**config.mk**
```make
export PLATFORM = sky130hd
export DESIGN_NAME = scbu_top
export DESIGN_NICKNAME = d
export VERILOG_FILES = /design/src/logic/scbu_pkg.sv /design/src/logic/scbu_cond.sv /design/src/logic/scbu_top.sv
export SDC_FILE = /design/constraint.sdc
export NUM_CORES = 1
export LEC_CHECK = 0
export BUFFER_PORTS_ARGS = -buffer_cell sky130_fd_sc_hd__buf_2
export CAP_MARGIN = 10
export CORE_MARGIN = 1.5
export CORE_UTILIZATION = 50
export DETAILED_ROUTE_END_ITERATION = 12
export PLACE_DENSITY = 0.81
export SYNTH_ARGS = -nofsm -noshare
export SYNTH_HDL_FRONTEND = slang
export SYNTH_HIERARCHICAL = 1
export SYNTH_SLANG_ARGS = --single-unit
```
**constraint.sdc**
```tcl
create_clock -name i_core_clk -period 2.45 [get_ports i_core_clk]
set_input_delay 0.1225 -clock i_core_clk [delete_from_list [all_inputs] [get_ports i_core_clk]]
set_output_delay 0.1225 -clock i_core_clk [all_outputs]
set_load 0.005 [all_outputs]
```
**src/logic/scbu_pkg.sv**
```systemverilog
package scbu_pkg;

  // ----------------------------------------------------------------
  // instruction fields (bit 31 is the most significant bit)
  // ----------------------------------------------------------------
  localparam int unsigned OPC_HI    = 31;
  localparam int unsigned OPC_LO    = 26;
  localparam int unsigned DLY_BIT   = 25;
  localparam int unsigned CND_HI    = 24;
  localparam int unsigned CND_LO    = 21;
  localparam int unsigned IMM_HI    = 15;
  localparam int unsigned IMM_LO    = 0;
  localparam int unsigned IMM_W     = 16;
  localparam int unsigned XLEN      = 32;
  localparam int unsigned SIGN_BIT  = 31;

  localparam logic [5:0] OPC_REG    = 6'h27;
  localparam logic [5:0] OPC_IMM    = 6'h2f;

  // ----------------------------------------------------------------
  // condition codes handled here
  // ----------------------------------------------------------------
  typedef enum logic [3:0] {
    SCBU_CND_LT = 4'h2,
    SCBU_CND_LE = 4'h3,
    SCBU_CND_GT = 4'h4
  } scbu_cnd_t;

  // ----------------------------------------------------------------
  // timing, in cycles of i_core_clk, and the fall-through pc step
  // ----------------------------------------------------------------
  localparam logic [3:0]  LAT_NOT_TAKEN = 4'h1;
  localparam logic [3:0]  LAT_TAKEN_DLY = 4'h2;
  localparam logic [3:0]  LAT_TAKEN_ND  = 4'h3;
  localparam logic [3:0]  LAT_MISS_FAST = 4'h3;
  localparam int unsigned LAT_MISS_MIN  = 7;
  localparam int unsigned LAT_MISS_MAX  = 9;
  localparam logic [31:0] PC_STEP       = 32'h0000_0004;

  // ----------------------------------------------------------------
  // carriers
  // ----------------------------------------------------------------
  typedef struct packed {
    logic        valid;
    logic [31:0] instr;
    logic [31:0] pc;
    logic [31:0] cmp_val;
    logic [31:0] off_val;
    logic        prefix_valid;
    logic [15:0] prefix_hi;
    logic        pred_taken;
  } scbu_req_t;

  typedef struct packed {
    logic        valid;
    logic        taken;
    logic        delay;
    logic        flush;
    logic [31:0] pc;
    logic [31:0] next_pc;
  } scbu_res_t;

endpackage

```
**src/logic/scbu_cond.sv**
```systemverilog
`timescale 1ns/1ps
module scbu_cond (
  // condition field and compared value
  input  wire logic [3:0]  i_cnd,
  input  wire logic [31:0] i_val,
  // verdict
  output logic             o_mine,
  output logic             o_hit
);

  logic neg;
  logic zero;

  assign neg  = i_val[scbu_pkg::SIGN_BIT];
  assign zero = (i_val == '0);

  always_comb begin
    o_mine = 1'b1;
    o_hit  = 1'b0;
    case (i_cnd)
      scbu_pkg::SCBU_CND_GT: o_hit = !neg && !zero;
      scbu_pkg::SCBU_CND_LE: o_hit = neg || zero;
      scbu_pkg::SCBU_CND_LT: o_hit = neg;
      default: begin
        o_mine = 1'b0;
      end
    endcase
  end

endmodule

```
**src/logic/scbu_top.sv**
```systemverilog
`timescale 1ns/1ps
module scbu_top #(
  parameter int unsigned AREA_OPTIMISE_PARAM = 0,
  parameter bit          P_BPRED             = 1'b1,
  parameter int unsigned P_MISS_CYCLES       = 9
) (
  // clock and reset
  input  wire logic               i_core_clk,
  input  wire logic               i_resetn,
  // issue from decode
  input  wire scbu_pkg::scbu_req_t i_req,
  output logic                    o_ready,
  // retirement of the delay slot instruction
  input  wire logic               i_slot_done,
  // redirect to fetch
  output scbu_pkg::scbu_res_t     o_res,
  // to the interrupt and break sequencer
  output logic                    o_irq_hold
);

  // ----------------------------------------------------------------
  // elaboration checks
  // ----------------------------------------------------------------
  if (AREA_OPTIMISE_PARAM != 0 && AREA_OPTIMISE_PARAM != 2) begin : g_chk_a
    $error("area_optimise_param must be 0 or 2");
  end
  if (P_MISS_CYCLES < scbu_pkg::LAT_MISS_MIN ||
      P_MISS_CYCLES > scbu_pkg::LAT_MISS_MAX) begin : g_chk_m
    $error("P_MISS_CYCLES out of range");
  end

  localparam logic [3:0] LAT_MISS = (AREA_OPTIMISE_PARAM == 0) ?
                                    scbu_pkg::LAT_MISS_FAST :
                                    4'(P_MISS_CYCLES);

  // ----------------------------------------------------------------
  // reset release
  // ----------------------------------------------------------------
  logic rst_meta_r;
  logic rst_sync_r;
  logic rst_n;

  always_ff @(posedge i_core_clk or negedge i_resetn) begin
    if (!i_resetn) begin
      rst_meta_r <= 1'b0;
      rst_sync_r <= 1'b0;
    end else begin
      rst_meta_r <= 1'b1;
      rst_sync_r <= rst_meta_r;
    end
  end
  assign rst_n = rst_sync_r;

  // ----------------------------------------------------------------
  // decode
  // ----------------------------------------------------------------
  logic [5:0]  opc;
  logic [3:0]  cnd;
  logic        dly;
  logic [15:0] imm;
  logic        is_reg;
  logic        is_imm;
  logic        mine;
  logic        hit;
  logic        acc;

  assign opc    = i_req.instr[scbu_pkg::OPC_HI:scbu_pkg::OPC_LO];
  assign cnd    = i_req.instr[scbu_pkg::CND_HI:scbu_pkg::CND_LO];
  assign dly    = i_req.instr[scbu_pkg::DLY_BIT];
  assign imm    = i_req.instr[scbu_pkg::IMM_HI:scbu_pkg::IMM_LO];
  assign is_reg = (opc == scbu_pkg::OPC_REG);
  assign is_imm = (opc == scbu_pkg::OPC_IMM);

  scbu_cond u_cond (
    .i_cnd  (cnd),
    .i_val  (i_req.cmp_val),
    .o_mine (mine),
    .o_hit  (hit)
  );

  // other branch kinds on the same opcodes belong to other units
  assign acc = i_req.valid && o_ready && mine && (is_reg || is_imm);

  // ----------------------------------------------------------------
  // target and fall-through
  // ----------------------------------------------------------------
  logic [31:0] imm_ext;
  logic [31:0] offset;
  logic [31:0] target;
  logic [31:0] seq_pc;

  always_comb begin
    if (i_req.prefix_valid) begin
      imm_ext = {i_req.prefix_hi, imm};
    end else begin
      imm_ext = {{(scbu_pkg::XLEN - scbu_pkg::IMM_W){imm[15]}}, imm};
    end
  end

  assign offset = is_reg ? i_req.off_val : imm_ext;
  assign target = i_req.pc + offset;
  assign seq_pc = i_req.pc + scbu_pkg::PC_STEP;

  // ----------------------------------------------------------------
  // cycle cost of the accepted branch
  // ----------------------------------------------------------------
  logic       miss;
  logic [3:0] lat;

  assign miss = P_BPRED && is_imm && (i_req.pred_taken != hit);

  always_comb begin
    lat = scbu_pkg::LAT_NOT_TAKEN;
    if (is_imm && P_BPRED) begin
      if (miss) begin
        lat = LAT_MISS;
      end
    end else if (hit) begin
      lat = dly ? scbu_pkg::LAT_TAKEN_DLY : scbu_pkg::LAT_TAKEN_ND;
    end
  end

  // ----------------------------------------------------------------
  // stall sequencer
  // ----------------------------------------------------------------
  typedef enum logic {
    ST_IDLE,
    ST_STALL
  } scbu_st_t;

  scbu_st_t   st_r;
  scbu_st_t   st_nxt;
  logic [3:0] cnt_r;
  logic [3:0] cnt_nxt;

  always_comb begin
    st_nxt  = st_r;
    cnt_nxt = cnt_r;
    case (st_r)
      ST_IDLE: begin
        if (acc && lat != scbu_pkg::LAT_NOT_TAKEN) begin
          st_nxt  = ST_STALL;
          cnt_nxt = lat - 4'h1;
        end
      end
      ST_STALL: begin
        cnt_nxt = cnt_r - 4'h1;
        if (cnt_r == 4'h1) begin
          st_nxt = ST_IDLE;
        end
      end
      default: begin
        st_nxt  = ST_IDLE;
        cnt_nxt = '0;
      end
    endcase
  end

  always_ff @(posedge i_core_clk or negedge rst_n) begin
    if (!rst_n) begin
      st_r  <= ST_IDLE;
      cnt_r <= '0;
    end else begin
      st_r  <= st_nxt;
      cnt_r <= cnt_nxt;
    end
  end

  assign o_ready = (st_r == ST_IDLE);

  // ----------------------------------------------------------------
  // redirect result
  // ----------------------------------------------------------------
  scbu_pkg::scbu_res_t res_r;
  scbu_pkg::scbu_res_t res_nxt;

  always_comb begin
    res_nxt       = '0;
    res_nxt.valid = acc;
    if (acc) begin
      res_nxt.taken   = hit;
      res_nxt.delay   = dly;
      res_nxt.flush   = hit && !dly;
      res_nxt.pc      = i_req.pc;
      res_nxt.next_pc = hit ? target : seq_pc;
    end
  end

  // no register file or flag write port exists in this unit
  always_ff @(posedge i_core_clk or negedge rst_n) begin
    if (!rst_n) begin
      res_r <= '0;
    end else begin
      res_r <= res_nxt;
    end
  end

  assign o_res = res_r;

  // ----------------------------------------------------------------
  // interrupt and break hold across the delay slot
  // ----------------------------------------------------------------
  logic hold_r;
  logic hold_nxt;

  // a new delayed branch cannot coincide with the slot retiring: the
  // slot holds no branch, so the clear and the set never collide
  always_comb begin
    hold_nxt = hold_r;
    if (acc && dly) begin
      hold_nxt = 1'b1;
    end else if (i_slot_done) begin
      hold_nxt = 1'b0;
    end
  end

  always_ff @(posedge i_core_clk or negedge rst_n) begin
    if (!rst_n) begin
      hold_r <= 1'b0;
    end else begin
      hold_r <= hold_nxt;
    end
  end

  // covers the accept cycle too, so no interrupt slips in before it
  assign o_irq_hold = hold_r || (acc && dly);

  logic cmp_neg;
  logic cmp_zero;
  assign cmp_neg  = i_req.cmp_val[scbu_pkg::SIGN_BIT];
  assign cmp_zero = (i_req.cmp_val == '0);
endmodule
```
Word level (Yosys, flattened, before mapping). Index checks and enable logic that the tools add are counted.

Flip-flop bits (word level): 76. Input port bits: 150. Output and inout port bits: 70. Word-level logic and storage cells: 59.

Add/subtract/negate cells: 4. Equal/unequal tests: 9. Muxes and demuxes: 17. Bitwise logic cells: 1. Reduce and logical (&&, ||, !) cells: 17.

Operator list (number): 32-bit two-way mux (3); 67-bit two-way mux (1); 32-bit by 3-bit adder with 32-bit output (second input constant) (1); 32-bit adder (1); 32-bit logical NOT (1); 6-bit == test (second input constant) (2); 4-bit by 2-bit == test with 1-bit output (second input constant) (2); 1-bit logical AND (8); 4-bit two-way mux (2); 4-bit case mux with 2 select lines (1); 4-bit by 1-bit subtractor with 4-bit output (second input constant) (2); 1-bit two-way mux (6); 4-bit by 1-bit == test with 1-bit output (second input constant) (1); 4-bit by 3-bit == test with 1-bit output (second input constant) (1); 2-bit two-way mux (2); 4-bit by 1-bit != test with 1-bit output (second input constant) (1); 1-bit logical NOT (3); 1-bit logical OR (3); 1-bit case mux with 3 select lines (1); 3-bit OR reduction (1); 2-bit by 1-bit != test with 1-bit output (second input constant) (1); 1-bit case mux with 2 select lines (1); 2-bit nonzero test (1); 1-bit != test (1); 1-bit inverter (1).

Depth between registers and ports, before layout.
Word-level depth: 12. Gate-level depth with buffers: 15.

Cells and area by module. Netlist, hierarchy kept.

By module, submodules not included: scbu_top (instances 1, cells each 625, area an instance 5572.8 um^2, seq. area each 1901.8 um^2); scbu_cond (instances 1, cells each 19, area an instance 141.4 um^2, seq. area each 0.0 um^2).

Worst setup path before layout. OpenSTA, ideal clock, no wires.

Path type: input-to-reg. Start point: input port i_req[144] in the netlist's numbering. End point: register res_r, in the netlist o_res[26]. Library setup time: 69 ps. Arrival time: 3693 ps. Setup slack: -1312 ps. Stages: 14. Path buffers: 2. Cell sequence: nand3b_1 -> nor3_1 -> clkbuf_1 -> clkbuf_1 -> mux2_2 -> ha_1 -> fa_1 -> a21o_1 -> a221oi_2 -> o311ai_2 -> a21oi_1 -> o21ai_2 -> a311o_1 -> nand3_1.

RTL lines: start, declared (RTL line scbu_top.sv:11) `input wire scbu_pkg::scbu_req_t i_req,`; end signal, assigned (RTL line scbu_top.sv:194) `res_r <= res_nxt;`; end, declared (RTL line scbu_top.sv:174) `scbu_pkg::scbu_res_t res_r;`.

==> qor.yml <==
global_routing:
  grt_use_total_pct: 38.8
  antenna_found_initial: 1
  grt_pass1_vias: 6781
  grt_start_max_net_pins: 41
  grt_pass1_wl_um: 34800
  grt_overflow_total: 0
worst_setup_path:
  crit_type: "input pin to flop"
  critPathRequiredTime_ns: 2.68
  worst_setup_path_start_kind: "input pin"
  crit_fanout: 7
  crit_path_end_kind: "flop"
  arrival_ns: 3.26
  reg2reg_slack_ns: 0.56
timing:
  whs_ns: 0.0487
  setup_viol: 26
  hold_viol: 0
  min_period_over_period_pct: 124
  maxSlewViolCount: 0
  worst_pin_slew_ns: 0.510
  fin_skew_ns: 0.0146
  rsz0062_at_grt: "true"
  max_slew_margin_pct: 65.6
  setup_ws_ns: -0.584
  tns_ns: -10.95
  max_freq_ghz: 0.330
  min_period_ns: 3.03
die:
  die_x_um: 110
  num_rows: 38
  ioPinCount: 220
  die_area_mm2: 0.0121
  dieHeight_um: 110
  initial_utilization_pct: 52.0
  core_area_mm2: 0.0110
drt:
  drcViolationCount: 0
  antenna_left: 0
  viasPerCell: 6.06
  drt_iter0_drc: 660
  first_pass_iters: 6
  avgRoutedWirePerCell_um: 20.8
  vias: 6952
  wl_um: 23900
cells_and_area:
  layout-drive-gt1-share_pct: 50.3
  antenna_cells: 0
  final_cell_mix: "213 x buf_2, 153 x buf_4, 75 x dfrtp_1"
  final_nets: 1196
  final_common_cell: "buf_2"
  area_delta_synth_final_pct: 59.2
worst_hold_path:
  min_path_type: "input pin to flop"
status:
  violations: "setup timing"
  status: "complete, but fails checks"
logic_synthesis:
  synth_fp_nets: 838
  ys_types: 68
  async_flop_share_pct: 100
  avgSynthCellArea_um2: 8.87
  synth_seq_cells: 76
  synth_flop_cell: "dfrtp_1"
  yosys_warnings: 6
  ys_seq_area_share_pct: 33.3
  synth_edf_count: 0
  synthCells: 644
  synth_area_mm2: 0.00571
clock_network:
  cts.sinks: 76
  clk_latency_ns: 0.35
  clk_pin_slew_ns: 0.06
  cts_tree: "built"
  htree_levels: 3
  cts_made_buffers: 9
  clock_path_buffers: 2
  cts_root_buf: "clkbuf_16"
placement:
  port_buffers: 214
  gp_congestion: 0.978
  hpwl_um: 16400
pwr:
  power_per_cell_area_mw_per_mm2: 472
  p_leak_nw: 4.53
  vdd_drop_max_uv: 310
job:
  drv_cap: 0
power by group:
group          internal [W]  switching [W]
clock network      0.000795       0.000584
logic              0.000770       0.000829
registers           0.00128      0.0000334
final timing paths:
| path | from | to | cells after the start |
|---|---|---|---|
| setup / recovery | i_req[144] | o_res[29] | 13 |
| hold / removal | i_req[113] | o_res[63] | 2 |
| setup reg to reg | st_r | o_res[25] | 7 |
| hold reg to reg | rst_n | o_res[64] | 0 |
| max in group asynchronous | rst_n | o_res[48] | 1 |
| min in group asynchronous | i_resetn | rst_n | 2 |
stage by stage:
step                      total power [W]  setup slack (ns)  cells  area [µm²]  util (%)
after floorplan                   0.00199            -0.748    644        5870         -
after detailed placement          0.00261             -1.02   1108        8080      73.5
final                             0.00429            -0.584   1147        9090      82.8
after global routing              0.00446            -0.649   1147        9090      82.8
after global placement            0.00257            -0.980   1108        8080      73.5
after CTS                         0.00415            -0.492   1144        8910      81.2
critical path: stages:
cell	delay, ns
buf_6	0.09
nand3b_1	0.21
nor3_4	0.19
buf_6	0.21
mux2_4	0.36
ha_4	0.29
o211ai_1	0.11
o211ai_1	0.41
nand2_2	0.15
a2111oi_4	0.37
nor2_2	0.10
or4_1	0.46
and4_1	0.20
logic make-up (layout without fill, tap and decap cells):
kind of cell / count (synthesis) / count (layout) / share of synthesized area [%]
compound gates: 175 / 175 / 20.3
fa+ha+maj: 44 / 44 / 9.77
other cells: 1 / 1 / 0.0656
flops: 76 / 76 / 33.3
simple gates: 221 / 221 / 20.7
xor+xnor: 52 / 52 / 7.97
mux: 22 / 22 / 4.23
buf+inv: 53 / 416 / 3.77
routing by layer:
layer | part of all wire (%) | track usage, % | wire length, µm | vias to the layer above
met5 | 0.046 | 0 | 11 | -
met4 | 6.3 | 21.2 | 1490 | 2
met3 | 10 | 11.0 | 2460 | 142
met2 | 48 | 65.2 | 11400 | 485
met1 | 36 | 44.4 | 8490 | 3267
li1 | - | - | - | 3056
state kept, by name, indices dropped and copies added (netlist names):
register    flops
hold_r          1
o_res          68
rst_n           1
cnt_r           4
st_r            1
rst_meta_r      1
synth_stat cells (all sizes together) (2+ instances only):
cell	n	share of area, %
and4	5	0.77
o311ai	4	0.74
xnor2	33	5.1
nor2	37	2.5
inv	18	1.2
o21a	2	0.26
nor4	12	1.8
or2	2	0.22
mux2	17	3.4
a2111oi	3	1.1
nand3	23	2.0
o21ai	42	3.7
a21boi	3	0.39
nor3	10	0.88
and2	36	4.0
a211oi	16	2.1
a22oi	2	0.26
o211ai	6	0.79
o31ai	2	0.26
a31o	2	0.31
ha	43	9.4
a21oi	52	4.6
o22ai	7	0.77
a31oi	3	0.33
a21o	11	1.4
dfrtp	76	33
buf	12	1.1
o21bai	5	0.66
xor2	19	2.9
nor2b	4	0.44
and3	4	0.46
a41o	2	0.35
or3	4	0.46
nand2	53	3.7
nand4	23	2.5
mux2i	5	0.88
clkbuf	23	1.5
o31a	2	0.31
a221oi	2	0.42
nor3b	3	0.39
timing repair:
action	in CTS	in global routing
buffers inserted	18	6
cloned	1	1
resized for setup	78	34
endpoints found under the setup margin	26	27
hold buffers	2	0
pin swaps	53	29
hold endpoints to repair	3	0
area by class of cell:
class | count | area [µm²]
tap | 140 | 175
multi-input combinational | 515 | 4230
clock buffer | 9 | 225
fill | 649 | 1890
inverter | 18 | 67.6
sequential | 76 | 1910
timing repair buffer | 382 | 2410
clock inverter | 7 | 76.3
(Power assumes the default switching activity.)
